## config.mk

```make
export PLATFORM = sky130hd
export DESIGN_NAME = aiss_seq
export DESIGN_NICKNAME = d
export VERILOG_FILES = /design/src/rtl/aiss_pkg.sv /design/src/rtl/aiss_conv_if.sv /design/src/rtl/aiss_seq.sv /design/src/rtl/aiss_conv_port.sv
export SDC_FILE = /design/constraint.sdc
export NUM_CORES = 1
export LEC_CHECK = 0
export BUFFER_PORTS_ARGS = -buffer_cell sky130_fd_sc_hd__buf_2
export CAP_MARGIN = 20
export CORE_MARGIN = 5
export CORE_UTILIZATION = 60
export DETAILED_ROUTE_END_ITERATION = 8
export PLACE_DENSITY_LB_ADDON = 0.15
export REMOVE_ABC_BUFFERS = 1
export SLEW_MARGIN = 20
export SYNTH_ARGS = -nofsm -noshare
export SYNTH_HDL_FRONTEND = slang
export SYNTH_SLANG_ARGS = --single-unit
```

## constraint.sdc

```tcl
create_clock -name i_sys_clk -period 3.3 [get_ports i_sys_clk]
set_clock_uncertainty 0.05 [all_clocks]
set_input_delay 0.495 -clock i_sys_clk [delete_from_list [all_inputs] [get_ports i_sys_clk]]
set_output_delay 0.495 -clock i_sys_clk [all_outputs]
set_load 0.02 [all_outputs]
```

## src/rtl/aiss_pkg.sv

```systemverilog
// package for the analog input scan sequencer
// assumes a 125 MHz system clock
package aiss_pkg;
    localparam int CLK_HZ          = 125_000_000;
    localparam int BASE_CH         = 8;
    localparam int EXP_CH          = 16;
    localparam int MAX_EXP         = 7;
    localparam int RES_W           = 16;
    localparam int LCH_W           = 7;
    localparam int SCAN_US_NOEXP   = 2400;
    localparam int SCAN_US_EXP     = 2800;
    localparam int SCAN_CYC_NOEXP  = SCAN_US_NOEXP * (CLK_HZ / 1_000_000);
    localparam int SCAN_CYC_EXP    = SCAN_US_EXP * (CLK_HZ / 1_000_000);
    localparam int FIRST_EXP_LCH   = 9;
    localparam logic [2:0] SLOT_LAST_BASE = 3'h7;
    localparam logic [3:0] EXP_CH_LAST    = 4'hF;
endpackage

```

## src/rtl/aiss_conv_if.sv

```systemverilog
// handshake between scan sequencer and its converter port block
// single clock domain
`timescale 1ns/1ps
`default_nettype none
interface aiss_conv_if;
    logic        start;
    logic        is_exp;
    logic [2:0]  base_ch;
    logic [2:0]  exp_mod;
    logic [3:0]  exp_ch;
    logic        done;
    logic [15:0] data;
    modport seq  (output start, is_exp, base_ch, exp_mod, exp_ch,
                  input done, data);
    modport port (input start, is_exp, base_ch, exp_mod, exp_ch,
                  output done, data);
endinterface
`default_nettype wire

```

## src/rtl/aiss_seq.sv

```systemverilog
// analog input scan sequencer: free-running scans of 8 base channels
// plus one expander channel when expanders exist; assumes one clock, front end gives done
// How it works
// each scan: eight base, plus one expander when expanders exist
// next scan advances expander channel
// after sixteen, move to next module
// pointer wraps after all expander channels
// no expanders: scan every 2.4 ms
// expanders present: scan every 2.8 ms
// expander channel refresh 2.8 ms times sixteen times N
// free running, no external trigger
// all sixteen channels converted, used or not
// expander muxes one input at a time
// zero to seven expanders supported
// expander selection commanded to expanders
// expander results numbered from nine upward
// results are sixteen-bit two's complement
// reset clears pointers to first channel
`timescale 1ns/1ps
`default_nettype none
module aiss_seq
    import aiss_pkg::*;
#(
    parameter int SCAN_NOEXP = aiss_pkg::SCAN_CYC_NOEXP,
    parameter int SCAN_EXP   = aiss_pkg::SCAN_CYC_EXP
) (
    // clock and reset
    input  wire logic                 i_sys_clk,
    input  wire logic                 i_rstn,
    // configuration
    input  wire logic [2:0]           i_num_exp,
    // front end
    output logic                      o_req,
    output logic                      o_req_exp,
    output logic [2:0]                o_req_base_ch,
    output logic [2:0]                o_req_exp_mod,
    output logic [3:0]                o_req_exp_ch,
    input  wire logic                 i_done,
    input  wire logic [15:0]          i_data,
    // results
    output logic                      o_res_valid,
    output logic [aiss_pkg::LCH_W-1:0] o_res_chan,
    output logic signed [aiss_pkg::RES_W-1:0] o_res_data,
    output logic                      o_scan_start
);
    import aiss_pkg::*;

    // refuse periods too short to hold one full scan of requests
    if (SCAN_NOEXP < 2 * (BASE_CH + 1) || SCAN_EXP < SCAN_NOEXP) begin : g_chk
        $error("scan periods too short");
    end

    typedef enum logic [1:0] {AISS_IDLE, AISS_REQ, AISS_WAIT} aiss_st_t;

    aiss_conv_if cv ();

    aiss_conv_port u_port (
        .i_sys_clk     (i_sys_clk),
        .i_rstn        (i_rstn),
        .cv            (cv),
        .o_req         (o_req),
        .o_req_exp     (o_req_exp),
        .o_req_base_ch (o_req_base_ch),
        .o_req_exp_mod (o_req_exp_mod),
        .o_req_exp_ch  (o_req_exp_ch),
        .i_done        (i_done),
        .i_data        (i_data)
    );

    aiss_st_t    st, next_st;
    logic [31:0] tmr, next_tmr;
    logic [3:0]  slot, next_slot;
    logic [2:0]  emod, next_emod;
    logic [3:0]  ech, next_ech;
    logic        rv, next_rv;
    logic [LCH_W-1:0] rch, next_rch;
    logic [RES_W-1:0] rdat, next_rdat;
    logic        sst, next_sst;
    logic [31:0] period;
    logic        has_exp;
    logic        slots_done;

    assign has_exp = (i_num_exp != 3'h0);
    // period is chosen by expander presence
    assign period  = has_exp ? SCAN_EXP : SCAN_NOEXP;
    // last slot is the expander slot when expanders exist
    assign slots_done = has_exp ? (slot == 4'(BASE_CH))
                                : (slot == 4'(BASE_CH - 1));

    always_comb begin
        next_st   = st;
        next_tmr  = tmr + 32'h0000_0001;
        next_slot = slot;
        next_emod = emod;
        next_ech  = ech;
        next_rv   = 1'b0;
        next_rch  = rch;
        next_rdat = rdat;
        next_sst  = 1'b0;
        // free-running scan tick, no trigger input
        if (tmr >= period - 32'h0000_0001) begin
            next_tmr  = 32'h0000_0000;
            next_st   = AISS_REQ;
            next_slot = 4'h0;
            next_sst  = 1'b1;
        end
        case (st)
            AISS_IDLE: ;
            // leave only once the request has really been issued
            AISS_REQ:  if (!sst && !next_sst) next_st = AISS_WAIT;
            AISS_WAIT: begin
                if (cv.done) begin
                    next_rv   = 1'b1;
                    next_rdat = cv.data;
                    if (slot == 4'(BASE_CH)) begin
                        // expander numbering by chain position
                        next_rch = LCH_W'(FIRST_EXP_LCH)
                                 + LCH_W'({emod, 4'h0}) + LCH_W'(ech);
                        // advance pointer, all channels
                        if (ech == EXP_CH_LAST) begin
                            next_ech = 4'h0;
                            // next module or wrap
                            if (emod + 3'h1 >= i_num_exp)
                                next_emod = 3'h0;
                            else
                                next_emod = emod + 3'h1;
                        end else begin
                            next_ech = ech + 4'h1;
                        end
                    end else begin
                        next_rch = LCH_W'(slot) + LCH_W'(1);
                    end
                    if (!next_sst) begin
                        next_st   = slots_done ? AISS_IDLE : AISS_REQ;
                        next_slot = slot + 4'h1;
                    end
                end
            end
            default: next_st = AISS_IDLE;
        endcase
        if (!has_exp) begin
            next_emod = 3'h0;
            next_ech  = 4'h0;
        end else if (emod >= i_num_exp) begin
            next_emod = 3'h0;
        end
    end

    always_ff @(posedge i_sys_clk or negedge i_rstn) begin
        if (!i_rstn) begin
            st   <= AISS_IDLE;
            tmr  <= 32'h0000_0000;
            slot <= 4'h0;
            emod <= 3'h0;
            ech  <= 4'h0;
            rv   <= 1'b0;
            rch  <= '0;
            rdat <= '0;
            sst  <= 1'b0;
        end else begin
            st   <= next_st;
            tmr  <= next_tmr;
            slot <= next_slot;
            emod <= next_emod;
            ech  <= next_ech;
            rv   <= next_rv;
            rch  <= next_rch;
            rdat <= next_rdat;
            sst  <= next_sst;
        end
    end

    // one request at a time selects a single mux input
    assign cv.start   = (st == AISS_REQ) && !sst;
    assign cv.is_exp  = (slot == 4'(BASE_CH)) && has_exp;
    assign cv.base_ch = slot[2:0];
    assign cv.exp_mod = emod;
    assign cv.exp_ch  = ech;

    assign o_res_valid  = rv;
    assign o_res_chan   = rch;
    assign o_res_data   = rdat;
    assign o_scan_start = sst;

    property p_period;
        @(posedge i_sys_clk) disable iff (!i_rstn)
        sst |-> ##1 !sst [*8];
    endproperty
    a_period: assert property (p_period)
        else $error("scan ticks too close");

    property p_reset_ptr;
        @(posedge i_sys_clk) disable iff (!i_rstn)
        !has_exp |=> (emod == 3'h0 && ech == 4'h0);
    endproperty
    a_reset_ptr: assert property (p_reset_ptr)
        else $error("pointer not parked without expanders");

    property p_adv;
        @(posedge i_sys_clk) disable iff (!i_rstn)
        (st == AISS_WAIT && i_done && slot == 4'(BASE_CH) && has_exp
         && ech != EXP_CH_LAST && $stable(i_num_exp))
        |=> ech == $past(ech) + 4'h1;
    endproperty
    a_adv: assert property (p_adv)
        else $error("expander channel did not advance");

    property p_mod;
        @(posedge i_sys_clk) disable iff (!i_rstn)
        (st == AISS_WAIT && i_done && slot == 4'(BASE_CH)
         && ech == EXP_CH_LAST) |=> ech == 4'h0;
    endproperty
    a_mod: assert property (p_mod)
        else $error("channel did not wrap after sixteen");

    property p_num;
        @(posedge i_sys_clk) disable iff (!i_rstn)
        rv |-> rch >= LCH_W'(1);
    endproperty
    a_num: assert property (p_num)
        else $error("channel number zero");

    property p_one;
        @(posedge i_sys_clk) disable iff (!i_rstn)
        cv.start |=> !cv.start;
    endproperty
    a_one: assert property (p_one)
        else $error("back to back requests");

    property p_emod;
        @(posedge i_sys_clk) disable iff (!i_rstn)
        has_exp && $stable(i_num_exp) |=> emod < i_num_exp;
    endproperty
    a_emod: assert property (p_emod)
        else $error("module pointer beyond chain");

    property p_data;
        @(posedge i_sys_clk) disable iff (!i_rstn)
        (st == AISS_WAIT && i_done) |=> rv && rdat == $past(i_data);
    endproperty
    a_data: assert property (p_data)
        else $error("result data mismatch");
endmodule
`default_nettype wire

```

## src/rtl/aiss_conv_port.sv

```systemverilog
// converter port: issues one conversion request to the analog front end
// assumes the front end answers each request with one done pulse
`timescale 1ns/1ps
`default_nettype none
module aiss_conv_port (
    input  wire logic        i_sys_clk,
    input  wire logic        i_rstn,
    aiss_conv_if.port        cv,
    output logic             o_req,
    output logic             o_req_exp,
    output logic [2:0]       o_req_base_ch,
    output logic [2:0]       o_req_exp_mod,
    output logic [3:0]       o_req_exp_ch,
    input  wire logic        i_done,
    input  wire logic [15:0] i_data
);
    logic        req, next_req;

    always_comb begin
        next_req  = cv.start;
    end
    always_ff @(posedge i_sys_clk or negedge i_rstn) begin
        if (!i_rstn) begin
            req  <= 1'b0;
        end else begin
            req  <= next_req;
        end
    end
    assign o_req         = req;
    assign o_req_exp     = cv.is_exp;
    assign o_req_base_ch = cv.base_ch;
    assign o_req_exp_mod = cv.exp_mod;
    assign o_req_exp_ch  = cv.exp_ch;
    assign cv.done       = i_done;
    assign cv.data       = i_data;
endmodule
`default_nettype wire

```

Word-level counts from Yosys, hierarchy flattened
Cells that the tools add are included.
{ "word_totals": {"ff_bits": 71, "inputBits": 22, "output_inout_bits": 37, "word_cells": 72} }
{ "op_classes": {"add_sub_neg": 8, "magnitude_cmp": 3, "n_eq_ne": 12, "muxes": 29, "n_reduce_logical": 10} }
{ "op_table": {"columns": ["operator", "n"], "rows": [
  ["4-bit 2-to-1 mux", 9],
  ["32-bit by 1-bit adder with 32-bit output (second input constant)", 1],
  ["32-bit greater-or-equal comparator", 1],
  ["32-bit 2-to-1 mux", 1],
  ["3-bit 2-to-1 mux", 7],
  ["19-bit by 1-bit subtractor with 20-bit output (second input constant)", 1],
  ["17-bit 2-to-1 mux", 1],
  ["3-bit by 1-bit != test with 1-bit output (second input constant)", 3],
  ["4-bit by 1-bit adder with 4-bit output (second input constant)", 2],
  ["4-bit == test (second input constant)", 2],
  ["2-bit 2-to-1 mux", 4],
  ["4-bit by 7-bit adder with 7-bit output (first input constant)", 1],
  ["7-bit by 4-bit adder with 7-bit output", 1],
  ["7-bit 2-to-1 mux", 1],
  ["3-bit greater-or-equal comparator", 2],
  ["2-bit case mux with 3 select lines", 1],
  ["4-bit by 1-bit adder with 5-bit output (second input constant)", 1],
  ["1-bit 2-to-1 mux", 5],
  ["4-bit by 3-bit == test with 1-bit output (second input constant)", 1],
  ["2-bit by 1-bit != test with 1-bit output (second input constant)", 2],
  ["4-bit AND reduction", 1],
  ["3-bit by 1-bit adder with 3-bit output (second input constant)", 1],
  ["1-bit logical AND", 3],
  ["3-bit by 2-bit != test with 1-bit output (second input constant)", 1],
  ["8 further kinds", 9]
]} }

Depth between registers and ports, before layout
{ "logic_depth": {"word_depth": 9, "mapped_depth": 10, "ltp_nobuf": 8} }

Hierarchy
Synthesis repeated with hierarchy kept, for this count alone.
{ "hier_totals": {"hier_cells": 375, "area_unflattened_um2": 3657.3} }
{ "by_module_without_submodules": {"columns": ["module", "instances", "cells_per_inst", "area_per_inst_um2", "seq_area_each_um2"], "rows": [
  ["aiss_seq", 1, 346, 3422.0, 1751.7],
  ["aiss_conv_port", 1, 29, 235.2, 25.0]
]} }

Least setup slack after synthesis
No wires, ideal clock.
{ "synth_path": {"path_kind": "input-to-reg", "startpoint": "input i_num_exp[1]", "endpoint": "register st[0]", "t_arrival_ns": 2.316, "slack_ns": 0.811, "path_stages": 9, "path_cell_list": "nor3_4 inv_2 ha_1 a41oi_1 maj3_2 o21ai_1 a221o_1 buf_6 o221a_1"} }
{ "synth_via": {"elab_chain_len": 9} }
{ "synth_lines": {"columns": ["item", "line", "source"], "rows": [
  ["start, declared", "aiss_seq.sv:31", "input wire logic [2:0] i_num_exp,"],
  ["3-bit nonzero test *", "aiss_seq.sv:83", "assign has_exp = (i_num_exp != 3'h0);"],
  ["17-bit 2-to-1 mux", "aiss_seq.sv:85", "assign period = has_exp ? SCAN_EXP : SCAN_NOEXP;"],
  ["19-bit by 1-bit subtractor with 20-bit output", "aiss_seq.sv:101", "if (tmr >= period - 32'h0000_0001) begin"],
  ["32-bit greater-or-equal comparator", "aiss_seq.sv:101", null],
  ["1-bit 2-to-1 mux", "aiss_seq.sv:101", null],
  ["1-bit zero test", null, null],
  ["1-bit logical AND", "aiss_seq.sv:110", "AISS_REQ: if (!sst && !next_sst) next_st = AISS_WAIT;"],
  ["2-bit 2-to-1 mux", "aiss_seq.sv:110", null],
  ["2-bit case mux with 3 select lines *", "aiss_seq.sv:107", "case (st)"],
  ["net next_st[0]", "aiss_seq.sv:70", "aiss_st_t st, next_st;"],
  ["end signal, assigned", "aiss_seq.sv:161", "st <= next_st;"],
  ["end, declared", "aiss_seq.sv:70", null]
]} }
Mark *: on every way through the listed nets, which the timed path passes. The rest lies on a longest branch.
A chain may end at the register's enable or synchronous reset.

Final worst setup path
{ "layout_path": {"startpoint": "input i_num_exp[0]", "endpoint": "register tmr[14]"} }
{ "layout_via": {"elab_chain_len": 5} }
{ "layout_lines": {"columns": ["item", "line", "source"], "rows": [
  ["3-bit nonzero test", "aiss_seq.sv:83", null],
  ["17-bit 2-to-1 mux", "aiss_seq.sv:85", null],
  ["19-bit by 1-bit subtractor with 20-bit output", "aiss_seq.sv:101", null],
  ["32-bit greater-or-equal comparator", "aiss_seq.sv:101", null],
  ["32-bit 2-to-1 mux", "aiss_seq.sv:101", null],
  ["net next_tmr[14]", "aiss_seq.sv:71", "logic [31:0] tmr, next_tmr;"],
  ["end signal, assigned", "aiss_seq.sv:162", "tmr <= next_tmr;"],
  ["end, declared", "aiss_seq.sv:71", null]
]} }
The timed path passes the listed nets, and every way through them passes these cells.

==> impl_summary.md <==
Critical path
Of all nets on the critical path, the largest fanout is 12. STA puts the critical path data arrival time at 2.67 ns. STA puts the critical path data required time at 3.47 ns.

The kind of critical path is input pin to register. The worst setup path is captured at a register. Tracing the worst setup path back leads to its startpoint at i_num_exp[0]. The element type at the critical path start is an input pin.

The startpoint of the lowest-slack register-to-register path is tmr[4].

Floorplan
The initial cell density of the core is between 60 and 70%. between 50 and 60 I/O pins were placed. After floorplanning, the core was sized to cover 5574 um^2. The die is around 86 um tall.

From left edge to right edge, the die measures 85.99 um. The die footprint is 7394 um^2. The standard-cell row count is 27.

Clock tree
CTS built an H-tree with a depth of 3. For the worst-skew pair, the clock arrives at the later sink with an insertion delay of 0.34 ns. The CTS tree is done. Post-CTS timing repair inserted 0 buffers for setup.

The number of clock sinks is 71. The buffer type at the clock tree root is clkbuf_8. The number of buffers created by CTS is 9. The number of gates given a new drive strength after cts is 0. In this run the deepest clock path goes through 2 buffers. The CTS clock-pin slew for the worst setup and hold paths is 0.08 ns. In this run, post-CTS hold repair placed 0 buffers.

GRT
The pin count of the biggest net entering global routing is 51. The number of global-route vias before repair is 2636. For this run the aggregate overflow at the end of global routing stands at 0. In the global route stage, overall resource usage came out at 20.37%. The number of antenna violations at the first check in global routing is 0. The first-pass GRT wire length is 11990 um.

Final layout
The final core utilization is 73.00%. In the final design database the tool counted 459 nets. Relative to the synthesized area, the layout overhead comes to 17.44%. Of the cells placed in the final design, the portion with a size suffix greater than 1 is 22.07%. The final antenna diode count is 0. The number of inserted filler cells in the final layout is 412. After the flow finishes, the layout carries non-filler instances totaling around 500.

Logic synthesis
The count of flip-flops with a built-in enable after synthesis is 0. The instance count of the mapped netlist is 347. The synthesized design spends more area on one cell type than any other, namely dfrtp_1.

The most frequent cell after synthesis is dfrtp_1. Synthesis instantiated 57 different standard cells from the library. After synthesis, the most frequently instantiated cells are 71 x dfrtp_1, 68 x nand2_1, 32 x nor2_1, 21 x xnor2_1. The proportion of register bits with asynchronous set or reset after synthesis is between 90% and 100%. The average instance in the mapped netlist occupies between 9 and 10 um^2.

The synthesized design contains 71 register bits. The post-synth design cell area is 3465 um^2. Among all flip-flop cells after synthesis, the most frequent one is dfrtp_1. The share of synthesized area occupied by flip-flops and latches is 51.28%. The total of warnings raised by yosys is 0. Ranked by total cell area, the synthesized netlist is headed by dfrtp_1 51%, nand2_1 7.4%, ha_1 5.4%. The synthesized design devotes to its leading area cell type around half of total area.

Route
The average via count per standard cell is 5.297. After detailed routing, the average wire length per cell comes to 14.06 um. In the routed design, unresolved DRC markers number 0. The number of vias in the routed layout is 2638. The number of nets with antenna violations after routing is 0. The violation count after the first detailed-routing iteration is 79. The length of the first detailed-routing pass in iterations is 4. The routed wire length is 7001 um.

STA
Measured against its own limit, the worst slew margin works out to about three fifths. The maximum clock rate is 399.4 MHz. The final-report hold violation count was 0. The portion of the clock cycle consumed by the worst path in the final layout is between 70% and 80%. The final critical path time including I/O delays and setup is 2.504 ns. Setup total negative slack on the finished layout was measured at 0 ns. On the final layout, the worst hold slack is 0.05158 ns.

Setup violations remaining at the end of the flow were counted as 0. The transition time of the tightest slew-check pin is 0.6134 ns. Setup repair after global routing left no endpoint under its margin. The max-slew violation total from the final report is 0.

Power
The power per standard cell area is 439.9 nW/um^2. The maximum vdd ir drop is just under 0.4 mV. The analysis attributes to cell leakage a power of 1.992 nW.

Placement
During placement, the flow inserted port buffers numbering between 50 and 60. At the end of routability-driven placement, the weighted congestion stood at approximately 0.82. The placed wire-length estimate is 5007 um. After detailed placement, the design holds a cell count of 483.

Run
The max-cap violation count is 0.

Run status
The flow ran to the end, and the final reports show no timing, DRC or antenna violations.

Min path
The worst min-delay path category is input pin to async pin.
-- per-stage QoR --
step / power (mW) / area (um^2) / setup WS (ns)
after detailed placement: 1.050 / 3849 / 0.4525
after CTS: 1.802 / 4069 / 0.8021
after floorplan: 0.9883 / 3431 / 0.2637
final: 1.790 / 4069 / 0.7963
after global routing: 1.871 / 4069 / 0.5075
after global placement: 1.042 / 3849 / 0.5144
-- cells by family (layout without fill, tap and decap cells) --
kind of cell | after synthesis | after routing | share of synthesized area (%)
AOI/OAI and AO/OA | 45 | 45 | 8.668
xor gates and xnor gates | 29 | 29 | 7.331
DFF | 71 | 71 | 51.28
buffers and inverters | 28 | 95 | 4.117
adders and majority gates | 16 | 16 | 5.742
and+or+nand+nor | 155 | 155 | 22.14
other | 1 | 13 | 0.1082
muxes | 2 | 2 | 0.6139
-- final timing paths --
check / slack, ns / to / cells after the start
max in group asynchronous: 2.16 / tmr[2] / 2
min in group i_sys_clk: 0.29 / o_res_data[14] / 3
max: 0.80 / tmr[14] / 10
max reg2reg: 1.01 / tmr[14] / 7
min reg2reg: 0.43 / o_res_data[6] / 2
min: 0.05 / cv.exp_mod[1] / 1
-- critical path: stages --
cell	delay, ns
buf_2	0.15
nor3_4	0.19
inv_2	0.12
ha_1	0.31
nor4bb_1	0.22
nand3_1	0.16
nor3b_1	0.20
a221o_1	0.43
buf_4	0.31
nor2_1	0.08
-- cells in the final DEF (no fill, tap or decap), types with 8 or more instances in the layout --
master,instances
inv_1,15
xor2_1,8
a21oi_1,10
o21ai_0,12
xnor2_1,21
clkbuf_8,10
nor2_1,32
nand3_1,10
nand2_1,68
buf_2,58
conb_1,13
ha_1,15
dfrtp_1,71
-- power breakdown --
part           leakage [nW]  internal, mW  switching, mW
Sequential            0.951         0.884         0.0134
Combinational         0.940        0.0571         0.0780
Clock                 0.101         0.442          0.316
-- flip-flops by register name, indices dropped and copies added (netlist names) --
| signal | count |
|---|---|
| cv.exp_ch | 4 |
| cv.exp_mod | 3 |
| o_res_chan | 7 |
| o_res_data | 16 |
| o_res_valid | 1 |
| o_scan_start | 1 |
| slot | 4 |
| st | 2 |
| tmr | 32 |
| u_port.o_req | 1 |
-- routing by layer --
metal	track usage, %	vias to the layer above	share of wire [%]
li1	-	1306	-
met1	25.77	1245	43
met2	33.01	69	50
met3	4.131	18	4.8
met4	10.36	0	2.0
met5	0	-	0
-- final cells by class --
class	count	area, um^2	share of cell area (%)
Clock buffer	10	137.6	3.383
Timing Repair Buffer	63	327.8	8.057
Clock inverter	5	82.58	2.030
Inverter	17	63.81	1.568
Sequential cell	71	1777	43.67
Multi-Input combinational cell	260	1590	39.08
Tap cell	72	90.09	2.214
No activity file was read; power rests on OpenSTA's default activity.
